## src/hdl/dcasp_pkg.sv

```systemverilog
// Shared constants and helpers for the DDR controller bus slave port and its bus master
package dcasp_pkg;

   // Bus widths (data_width_param, bus_address_width_param)
   localparam int DCASP_DATA_W = 32;
   localparam int DCASP_ADDR_W = 32;
   localparam int DCASP_BE_W = DCASP_DATA_W / 8;

   // Transfer type codes
   localparam logic [1:0] TRANS_IDLE = 2'h0;
   localparam logic [1:0] TRANS_BUSY = 2'h1;
   localparam logic [1:0] TRANS_NONSEQ = 2'h2;
   localparam logic [1:0] TRANS_SEQ = 2'h3;

   // Transfer size codes; a 32-bit bus stops at word
   localparam logic [2:0] SIZE_BYTE = 3'h0;
   localparam logic [2:0] SIZE_HALF = 3'h1;
   localparam logic [2:0] SIZE_WORD = 3'h2;
   localparam logic [2:0] SIZE_DWORD = 3'h3;
   localparam logic [2:0] SIZE_MAX = (DCASP_DATA_W == 64) ? SIZE_DWORD : SIZE_WORD;

   // Burst type codes
   localparam logic [2:0] BURST_SINGLE = 3'h0;
   localparam logic [2:0] BURST_INCR = 3'h1;
   localparam logic [2:0] BURST_WRAP4 = 3'h2;
   localparam logic [2:0] BURST_INCR4 = 3'h3;
   localparam logic [2:0] BURST_WRAP8 = 3'h4;
   localparam logic [2:0] BURST_INCR8 = 3'h5;
   localparam logic [2:0] BURST_WRAP16 = 3'h6;
   localparam logic [2:0] BURST_INCR16 = 3'h7;

   // Response codes; the slave never answers with the last two
   localparam logic [1:0] RESP_OKAY = 2'h0;
   localparam logic [1:0] RESP_ERROR = 2'h1;
   localparam logic [1:0] RESP_RETRY = 2'h2;
   localparam logic [1:0] RESP_SPLIT = 2'h3;

   // Command engine codes
   localparam logic [2:0] CMD_NOP = 3'h0;
   localparam logic [2:0] CMD_READ = 3'h1;
   localparam logic [2:0] CMD_WRITE = 3'h2;

   // Internal register file of the port
   localparam int REG_NUM = 4;
   localparam int REG_IDX_LSB = 2;
   localparam int REG_IDX_W = 2;
   localparam logic [DCASP_DATA_W-1:0] REG_RST = 32'h0000_0000;

   // Address map used by the master's decoder
   localparam int MAP_BASE_LSB = 28;
   localparam logic [3:0] MAP_SLV_BASE = 4'h8;
   localparam int MAP_REG_BIT = 27;

   // Byte lanes touched by a transfer of the given size and low address
   function automatic logic [DCASP_BE_W-1:0] dcasp_lane_mask(input logic [2:0] size,
                                                             input logic [1:0] lo);
      logic [DCASP_BE_W-1:0] m;
      m = 4'hF;
      case (size)
         SIZE_BYTE: m = 4'h1 << lo;
         SIZE_HALF: m = 4'h3 << {lo[1], 1'b0};
         default: m = 4'hF;
      endcase
      return m;
   endfunction

endpackage

```

## src/hdl/dcasp_if.sv

```systemverilog
// Bus wires between the slave port and its bus master
`timescale 1ns/10ps
interface dcasp_if;
   import dcasp_pkg::*;

   logic HSEL;
   logic register_space_select;
   logic memory_space_select;
   logic [DCASP_ADDR_W-1:0] HADDR;
   logic [1:0] HTRANS;
   logic HWRITE;
   logic [2:0] HSIZE;
   logic [2:0] HBURST;
   logic [DCASP_DATA_W-1:0] HWDATA;
   logic HREADY;
   logic [DCASP_DATA_W-1:0] HRDATA;
   logic HREADYOUT;
   logic [1:0] HRESP;

   // Slave end
   modport slave (
      input HSEL, register_space_select, memory_space_select, HADDR, HTRANS, HWRITE,
      input HSIZE, HBURST, HWDATA, HREADY,
      output HRDATA, HREADYOUT, HRESP
   );

   // Master end, which also plays the interconnect
   modport master (
      output HSEL, register_space_select, memory_space_select, HADDR, HTRANS, HWRITE,
      output HSIZE, HBURST, HWDATA, HREADY,
      input HRDATA, HREADYOUT, HRESP
   );
endinterface

```

## src/hdl/dcasp_slave.sv

```systemverilog
// Bus slave port of the DDR controller: register space and memory command bridge
`timescale 1ns/10ps
module dcasp_slave import dcasp_pkg::*; (
   input wire logic CLK_I,
   input wire logic RST_N_I,
   input wire logic DOUBLE_RATE_CLOCK_I,
   dcasp_if.slave bus,
   output logic [2:0] ENG_CMD_O,
   output logic [DCASP_ADDR_W-1:0] ENG_ADDR_O,
   output logic [DCASP_BE_W-1:0] ENG_BE_O,
   output logic [DCASP_DATA_W-1:0] ENG_DATAIN_O,
   output logic ENG_DATAIN_STROBE_O,
   input wire logic ENG_BUSY_I,
   input wire logic ENG_DATAIN_VALID_I,
   input wire logic [DCASP_DATA_W-1:0] ENG_DATAOUT_I,
   input wire logic ENG_DATAOUT_VALID_I,
   output logic DOUBLE_RATE_PHASE_O
);

   typedef enum logic [3:0] {
      ST_READY = 4'h1,
      ST_CMD = 4'h2,
      ST_WAIT = 4'h4,
      ST_ERR = 4'h8
   } dcasp_state_t;

   typedef logic [DCASP_DATA_W-1:0] dcasp_word_t;

   dcasp_state_t state_r, state_nxt;
   logic hready_r, hready_nxt;
   logic [1:0] resp_r, resp_nxt;
   dcasp_word_t rdata_r, rdata_nxt;
   logic wr_pend_r, wr_pend_nxt;
   logic [REG_IDX_W-1:0] wr_idx_r, wr_idx_nxt;
   logic [DCASP_BE_W-1:0] wr_be_r, wr_be_nxt;
   logic mem_wr_r, mem_wr_nxt;
   logic [2:0] cmd_r, cmd_nxt;
   logic [DCASP_ADDR_W-1:0] eaddr_r, eaddr_nxt;
   logic [DCASP_BE_W-1:0] ebe_r, ebe_nxt;
   dcasp_word_t edata_r, edata_nxt;
   logic estb_r, estb_nxt;
   logic dbl_r;
   dcasp_word_t regs_r [REG_NUM];
   dcasp_word_t regs_nxt [REG_NUM];

   logic active;
   logic accept;
   logic to_reg;
   logic to_mem;
   logic bad;
   logic [REG_IDX_W-1:0] idx;
   logic [DCASP_BE_W-1:0] lanes;

   // Bus outputs, all registered
   assign bus.HREADYOUT = hready_r;
   assign bus.HRESP = resp_r;
   assign bus.HRDATA = rdata_r;
   assign ENG_CMD_O = cmd_r;
   assign ENG_ADDR_O = eaddr_r;
   assign ENG_BE_O = ebe_r;
   assign ENG_DATAIN_O = edata_r;
   assign ENG_DATAIN_STROBE_O = estb_r;
   assign DOUBLE_RATE_PHASE_O = dbl_r;

   // Address phase decode; IDLE and BUSY are not transfers and get no action
   assign active = bus.HTRANS[1];
   // NONSEQ and SEQ beats of any burst are each taken on their own address
   assign accept = (state_r == ST_READY) & bus.HREADY & bus.HSEL & active;
   // Register select wins should the decoder assert both
   assign to_reg = bus.HSEL & bus.register_space_select;
   assign to_mem = bus.HSEL & bus.memory_space_select & ~to_reg;
   // Sizes wider than the bus, or a select into neither space, are refused
   assign bad = (bus.HSIZE > SIZE_MAX) | ~(to_reg | to_mem);
   assign idx = bus.HADDR[REG_IDX_LSB +: REG_IDX_W];
   assign lanes = dcasp_lane_mask(bus.HSIZE, bus.HADDR[1:0]);

   // Next values of the bus sequencer and engine command
   always_comb begin
      state_nxt = state_r;
      hready_nxt = hready_r;
      resp_nxt = resp_r;
      rdata_nxt = rdata_r;
      wr_pend_nxt = wr_pend_r;
      wr_idx_nxt = wr_idx_r;
      wr_be_nxt = wr_be_r;
      mem_wr_nxt = mem_wr_r;
      cmd_nxt = cmd_r;
      eaddr_nxt = eaddr_r;
      ebe_nxt = ebe_r;
      edata_nxt = edata_r;
      estb_nxt = 1'b0;
      unique case (state_r)
         ST_READY: begin
            // Any data phase finishing in the next cycle ends with OKAY
            hready_nxt = 1'b1;
            resp_nxt = RESP_OKAY;
            wr_pend_nxt = 1'b0;
            if (accept) begin
               if (bad) begin
                  hready_nxt = 1'b0;
                  resp_nxt = RESP_ERROR;
                  state_nxt = ST_ERR;
               end else if (to_reg) begin
                  if (bus.HWRITE) begin
                     // Write data only arrives in the next cycle
                     wr_pend_nxt = 1'b1;
                     wr_idx_nxt = idx;
                     wr_be_nxt = lanes;
                  end else begin
                     // Forwarded view covers a write finishing this cycle
                     rdata_nxt = regs_nxt[idx];
                  end
               end else begin
                  cmd_nxt = bus.HWRITE ? CMD_WRITE : CMD_READ;
                  eaddr_nxt = bus.HADDR;
                  ebe_nxt = lanes;
                  mem_wr_nxt = bus.HWRITE;
                  hready_nxt = 1'b0;
                  state_nxt = ST_CMD;
               end
            end
         end
         ST_CMD: begin
            // Command stands until the engine is free to take it
            if (!ENG_BUSY_I) begin
               cmd_nxt = CMD_NOP;
               state_nxt = ST_WAIT;
            end
         end
         ST_WAIT: begin
            if (mem_wr_r && ENG_DATAIN_VALID_I) begin
               edata_nxt = bus.HWDATA;
               estb_nxt = 1'b1;
               hready_nxt = 1'b1;
               state_nxt = ST_READY;
            end else if (!mem_wr_r && ENG_DATAOUT_VALID_I) begin
               rdata_nxt = ENG_DATAOUT_I;
               hready_nxt = 1'b1;
               state_nxt = ST_READY;
            end
         end
         ST_ERR: begin
            // Second error cycle: ready high, response still ERROR
            hready_nxt = 1'b1;
            state_nxt = ST_READY;
         end
      endcase
   end

   // Registers of the bus sequencer and engine command
   always_ff @(posedge CLK_I or negedge RST_N_I) begin
      if (!RST_N_I) begin
         state_r <= ST_READY;
         hready_r <= 1'b1;
         resp_r <= RESP_OKAY;
         rdata_r <= '0;
         wr_pend_r <= 1'b0;
         wr_idx_r <= '0;
         wr_be_r <= '0;
         mem_wr_r <= 1'b0;
         cmd_r <= CMD_NOP;
         eaddr_r <= '0;
         ebe_r <= '0;
         edata_r <= '0;
         estb_r <= 1'b0;
      end else begin
         state_r <= state_nxt;
         hready_r <= hready_nxt;
         resp_r <= resp_nxt;
         rdata_r <= rdata_nxt;
         wr_pend_r <= wr_pend_nxt;
         wr_idx_r <= wr_idx_nxt;
         wr_be_r <= wr_be_nxt;
         mem_wr_r <= mem_wr_nxt;
         cmd_r <= cmd_nxt;
         eaddr_r <= eaddr_nxt;
         ebe_r <= ebe_nxt;
         edata_r <= edata_nxt;
         estb_r <= estb_nxt;
      end
   end

   // Register file: byte lanes of a pending write merge in during its data phase
   always_comb begin
      for (int r = 0; r < REG_NUM; r++) begin
         regs_nxt[r] = regs_r[r];
      end
      if (wr_pend_r && state_r == ST_READY) begin
         for (int b = 0; b < DCASP_BE_W; b++) begin
            if (wr_be_r[b]) begin
               regs_nxt[wr_idx_r][b*8 +: 8] = bus.HWDATA[b*8 +: 8];
            end
         end
      end
   end

   // Register file storage
   always_ff @(posedge CLK_I or negedge RST_N_I) begin
      if (!RST_N_I) begin
         for (int r = 0; r < REG_NUM; r++) begin
            regs_r[r] <= REG_RST;
         end
      end else begin
         for (int r = 0; r < REG_NUM; r++) begin
            regs_r[r] <= regs_nxt[r];
         end
      end
   end

   // Double rate clock is only sampled here; its phase goes on to the data path
   always_ff @(posedge CLK_I or negedge RST_N_I) begin
      if (!RST_N_I) begin
         dbl_r <= 1'b0;
      end else begin
         dbl_r <= DOUBLE_RATE_CLOCK_I;
      end
   end

endmodule

```

## src/flat_wrapper.sv

```systemverilog
// flat-port wrapper written by rule: the top's interface ports become plain ports
module dcasp_slave_flat import dcasp_pkg::*;
  (CLK_I, RST_N_I, DOUBLE_RATE_CLOCK_I, ENG_CMD_O, ENG_ADDR_O, ENG_BE_O, ENG_DATAIN_O, ENG_DATAIN_STROBE_O, ENG_BUSY_I, ENG_DATAIN_VALID_I, ENG_DATAOUT_I, ENG_DATAOUT_VALID_I, DOUBLE_RATE_PHASE_O, bus_HSEL, bus_register_space_select, bus_memory_space_select, bus_HADDR, bus_HTRANS, bus_HWRITE, bus_HSIZE, bus_HBURST, bus_HWDATA, bus_HREADY, bus_HRDATA, bus_HREADYOUT, bus_HRESP);
  dcasp_if bus_i ();
  input wire logic CLK_I;
  input wire logic RST_N_I;
  input wire logic DOUBLE_RATE_CLOCK_I;
  output logic [2:0] ENG_CMD_O;
  output logic [DCASP_ADDR_W-1:0] ENG_ADDR_O;
  output logic [DCASP_BE_W-1:0] ENG_BE_O;
  output logic [DCASP_DATA_W-1:0] ENG_DATAIN_O;
  output logic ENG_DATAIN_STROBE_O;
  input wire logic ENG_BUSY_I;
  input wire logic ENG_DATAIN_VALID_I;
  input wire logic [DCASP_DATA_W-1:0] ENG_DATAOUT_I;
  input wire logic ENG_DATAOUT_VALID_I;
  output logic DOUBLE_RATE_PHASE_O;
  input wire logic [$bits(bus_i.HSEL)-1:0] bus_HSEL;
  input wire logic [$bits(bus_i.register_space_select)-1:0] bus_register_space_select;
  input wire logic [$bits(bus_i.memory_space_select)-1:0] bus_memory_space_select;
  input wire logic [$bits(bus_i.HADDR)-1:0] bus_HADDR;
  input wire logic [$bits(bus_i.HTRANS)-1:0] bus_HTRANS;
  input wire logic [$bits(bus_i.HWRITE)-1:0] bus_HWRITE;
  input wire logic [$bits(bus_i.HSIZE)-1:0] bus_HSIZE;
  input wire logic [$bits(bus_i.HBURST)-1:0] bus_HBURST;
  input wire logic [$bits(bus_i.HWDATA)-1:0] bus_HWDATA;
  input wire logic [$bits(bus_i.HREADY)-1:0] bus_HREADY;
  output wire logic [$bits(bus_i.HRDATA)-1:0] bus_HRDATA;
  output wire logic [$bits(bus_i.HREADYOUT)-1:0] bus_HREADYOUT;
  output wire logic [$bits(bus_i.HRESP)-1:0] bus_HRESP;
  assign bus_i.HSEL = bus_HSEL;
  assign bus_i.register_space_select = bus_register_space_select;
  assign bus_i.memory_space_select = bus_memory_space_select;
  assign bus_i.HADDR = bus_HADDR;
  assign bus_i.HTRANS = bus_HTRANS;
  assign bus_i.HWRITE = bus_HWRITE;
  assign bus_i.HSIZE = bus_HSIZE;
  assign bus_i.HBURST = bus_HBURST;
  assign bus_i.HWDATA = bus_HWDATA;
  assign bus_i.HREADY = bus_HREADY;
  assign bus_HRDATA = bus_i.HRDATA;
  assign bus_HREADYOUT = bus_i.HREADYOUT;
  assign bus_HRESP = bus_i.HRESP;
  dcasp_slave u_core (.CLK_I(CLK_I), .RST_N_I(RST_N_I), .DOUBLE_RATE_CLOCK_I(DOUBLE_RATE_CLOCK_I), .bus(bus_i), .ENG_CMD_O(ENG_CMD_O), .ENG_ADDR_O(ENG_ADDR_O), .ENG_BE_O(ENG_BE_O), .ENG_DATAIN_O(ENG_DATAIN_O), .ENG_DATAIN_STROBE_O(ENG_DATAIN_STROBE_O), .ENG_BUSY_I(ENG_BUSY_I), .ENG_DATAIN_VALID_I(ENG_DATAIN_VALID_I), .ENG_DATAOUT_I(ENG_DATAOUT_I), .ENG_DATAOUT_VALID_I(ENG_DATAOUT_VALID_I), .DOUBLE_RATE_PHASE_O(DOUBLE_RATE_PHASE_O));
endmodule
```

## config.mk

```make
export PLATFORM = sky130hd
export DESIGN_NAME = dcasp_slave_flat
export DESIGN_NICKNAME = d
export VERILOG_FILES = /design/src/hdl/dcasp_pkg.sv /design/src/hdl/dcasp_if.sv /design/src/hdl/dcasp_slave.sv /design/src/flat_wrapper.sv
export SDC_FILE = /design/constraint.sdc
export NUM_CORES = 1
export LEC_CHECK = 0
export BUFFER_PORTS_ARGS = -buffer_cell sky130_fd_sc_hd__buf_4
export CAP_MARGIN = 40
export CORE_MARGIN = 2
export CORE_UTILIZATION = 55
export DETAILED_ROUTE_END_ITERATION = 7
export GPL_ROUTABILITY_DRIVEN = 0
export PLACE_DENSITY = 0.86
export SLEW_MARGIN = 25
export SYNTH_ARGS = -nofsm -noshare
export SYNTH_HDL_FRONTEND = slang
export SYNTH_SLANG_ARGS = --single-unit
export TNS_END_PERCENT = 20
```

## constraint.sdc

```tcl
create_clock -name CLK_I -period 3 [get_ports CLK_I]
set_input_delay 0.45 -clock CLK_I [delete_from_list [all_inputs] [get_ports CLK_I]]
set_output_delay 0.45 -clock CLK_I [all_outputs]
set_load 0.005 [all_outputs]
```

==> metrics.csv <==
stage,metric,value,unit
grt,grt_pass1_vias,7847,
synthesis,synth.distinct_cells,39,
cts,clkTransAtPathRegs,0.06,ns
sta,rsz0062_at_grt,no,
route,highest_layer,met4,
sta,skew,0.0136,ns
cells_and_area,drive_gt1_frac,0.403,
cts,htree_levels,1,
setup_path,startpoint_type,flip-flop,
synthesis,async_flop_share,1.00,
power,p_leak,0.00701,uW
synthesis,ys.warnings.count,0,
floorplanning,initial_utilization,0.560,
setup_path,critical_path_required,3.41,ns
floorplanning,num_io_pins,223,
route,routed-wl-met3,1.26,mm
sta,maxSlewViolCount,0,
synthesis,avgSynthCellArea,12.4,um^2
route,drt-total-wl,24.9,mm
cells_and_area,area_growth,28.0,%
grt,grt_pass1_wl,40.4,mm
cts,cts_sinks,246,
min_path,hold_class,in2reg,
route,drt_pass1_iterations,5,
setup_path,cp-end-kind,flip-flop,
cells_and_area,diodes,0,
floorplanning,core_region_area,18600,um^2
synthesis,synth_cells,839,
cts,cts_made_buffers,26,
route,num_vias,7454,
route,wl_met1,10.9,mm
floorplanning,die-area,20100,um^2
cts,cts_tree,built,
sta,finalHoldViolations,0,
grt,antenna_found_initial,0,
setup_path,arrival,3.17,ns
power,finalPower,8300,uW
sta,worst-slew-pin-transition,0.709,ns
grt,grt_max_degree,93,
synthesis,synth_edf_count,0,
cts,insertion_delay,0.52,ns
route,wl_met2,12.0,mm
power,irDropWorstVdd,0.709,mV
cells_and_area,nNetsFinal,1186,
route,route.detailed.drc,0,
setup_path,cp_max_fo,9,
sta,fin_crit,2.76,ns
sta,setup_tns,0,ns
floorplanning,die_w,142,um
run_status,status,finished clean,
route,wl_per_cell,18.9,um
route,viasPerCell,5.65,
setup_path,crit_type,reg2reg,
synthesis,synth-seq-cells,246,
power,power_density,621,nW/um^2
sta,max_freq,363,MHz
route,ant_nets,0,
sta,slew_headroom,0.528,
route,drtIter0Drc,563,
cts,root_buffer,clkbuf_16,
grt,grt_usage,0.251,
placed_design,io_buffers,216,
placed_design,dpl.hpwl,16.7,mm
grt,gr-total-overflow,0,
sta,finalSetupViolations,0,
floorplanning,die_h,142,um
floorplanning,num_rows,50,
synthesis,ys_seq_area_frac,0.590,
cts,cts_buffer_depth,3,
job,cap_viol_max_count,0,
sta,min_period_over_period,0.919,
synthesis,syn-cell-area,10400,um^2
synthesis,ys.flop_type,dfrtp_1,
-- routing by layer --
metal,global-route usage,vias to the layer above
met1,0.339,3755
met4,0.0774,0
met5,0,-
li1,-,3438
met2,0.422,205
met3,0.0418,56
-- state kept, by name, indices dropped and copies added (netlist names) --
signal and flops:
u_core.regs_r 128, u_core.ENG_ADDR_O 32, u_core.ENG_DATAIN_O 32, u_core.bus.HRDATA 32
u_core.ENG_BE_O 4, u_core.state_r 4, u_core.wr_be_r 4, u_core.ENG_CMD_O 2
u_core.wr_idx_r 2, u_core.DOUBLE_RATE_PHASE_O 1, u_core.ENG_DATAIN_STROBE_O 1, u_core.bus.HREADYOUT 1
u_core.bus.HRESP 1, u_core.mem_wr_r 1, u_core.wr_pend_r 1
-- cell type report --
class | count | area [um^2]
tap | 234 | 293
inverter | 35 | 131
clock inverter | 7 | 88.8
fill | 1282 | 5280
sequential | 246 | 6160
timing repair buffer | 248 | 1940
clock buffer | 35 | 756
multi-input combinational | 514 | 3990
-- critical path: stages (launching register included) --
cell and delay (ns):
dfstp_2 0.58, or4b_1 0.46, buf_4 0.23, nor3_4 0.48
mux2_2 0.42, o22a_1 0.23, a32o_1 0.25
-- timing repair --
item,4_1_cts,5_1_grt
hold buffers,1,0
endpoints found under the setup margin,0,0
endpoints found under the hold margin,79,0
buffers inserted,0,0
resized for setup,0,0
-- cells in the final DEF (no fill, tap or decap), types with 3 or more instances in the layout --
cell type / netlist / final
dfrtp_1: 244 / 244
buf_4: 3 / 241
mux2_2: 131 / 131
nand2_1: 109 / 109
nor2_1: 47 / 46
nand2b_1: 36 / 36
inv_1: 35 / 35
a211oi_1: 32 / 32
a32o_1: 32 / 32
o22a_1: 32 / 32
mux2i_1: 32 / 32
clkbuf_16: 0 / 27
nand4_1: 7 / 7
nand3_1: 8 / 6
o21ai_0: 6 / 6
clkbuf_8: 0 / 5
a31oi_1: 4 / 4
nor4_4: 4 / 4
nor3_4: 4 / 4
clkinv_2: 0 / 4
buf_12: 0 / 4
and4_1: 3 / 3
a21oi_1: 3 / 3
clkbuf_1: 27 / 3
-- cell usage after synthesis (2+ instances only) --
master	instances	area, um^2
a31oi_1	4	25.0
dfrtp_1	244	6110
a32o_1	32	320
nor4b_1	3	26.3
nor2_1	47	176
mux2_2	131	1480
and4_1	3	26.3
a21o_1	2	15.0
o21ai_0	6	30.0
nand2b_1	36	225
nor2b_1	2	12.5
nor4_4	4	85.1
o22a_1	32	280
nand4_1	7	43.8
nor3_1	4	20.0
a21oi_1	3	15.0
buf_2	14	70.1
buf_4	3	22.5
nand3_1	8	40.0
mux2i_1	32	320
nor3_4	4	65.1
dfstp_2	2	52.6
inv_1	35	131
a211oi_1	32	240
clkbuf_1	27	101
nand2_1	109	409
-- per-stage QoR --
stage / hold WS [ns] / worst slack (ns) / cells / utilization / cell area [um^2]
global route: 0.0146 / 0.121 / 1319 / 0.717 / 13400
CTS: 0.0193 / 0.224 / 1319 / 0.717 / 13400
global placement: 0.450 / 0.280 / 1275 / 0.669 / 12500
detailed placement: 0.458 / 0.252 / 1276 / 0.671 / 12500
finish: 0.0324 / 0.244 / 1319 / 0.717 / 13400
floorplan: 0.154 / 0.441 / 840 / - / 10400
-- path summary, 6_finish.rpt --
path                       slack (ns)  cells after the start                         startpoint                                   end
setup / recovery                 0.24                      6      u_core.state_r[0]$_DFFE_PN1P_     u_core.bus.HRDATA[23]$_DFFE_PN0P_
setup reg to reg                 0.24                      6      u_core.state_r[0]$_DFFE_PN1P_     u_core.bus.HRDATA[23]$_DFFE_PN0P_
hold / removal                   0.03                      1                DOUBLE_RATE_CLOCK_I  u_core.DOUBLE_RATE_PHASE_O$_DFF_PN0_
hold reg to reg                  0.47                      2  u_core.ENG_ADDR_O[27]$_DFFE_PN0P_     u_core.ENG_ADDR_O[27]$_DFFE_PN0P_
max in group asynchronous        1.60                      3                            RST_N_I         u_core.state_r[0]$_DFFE_PN1P_
min in group asynchronous        0.55                      2                            RST_N_I      u_core.bus.HRDATA[3]$_DFFE_PN0P_
-- kinds of logic after synthesis --
family,after synthesis,synth area share
AOI/OAI and AO/OA,117,0.0936
DFF,246,0.590
and+or+nand+nor,231,0.111
buffers and inverters,80,0.0322
muxes,163,0.172
other,1,0.000359
xor gates and xnor gates,1,0.000839
-- power breakdown --
group	internal [uW]	switching (uW)	leakage, uW
sequential	3630	201	0.00329
clock	1920	1260	0.000421
combinational	705	590	0.00329
total	6250	2050	0.00701
(Power assumes the default switching activity.)
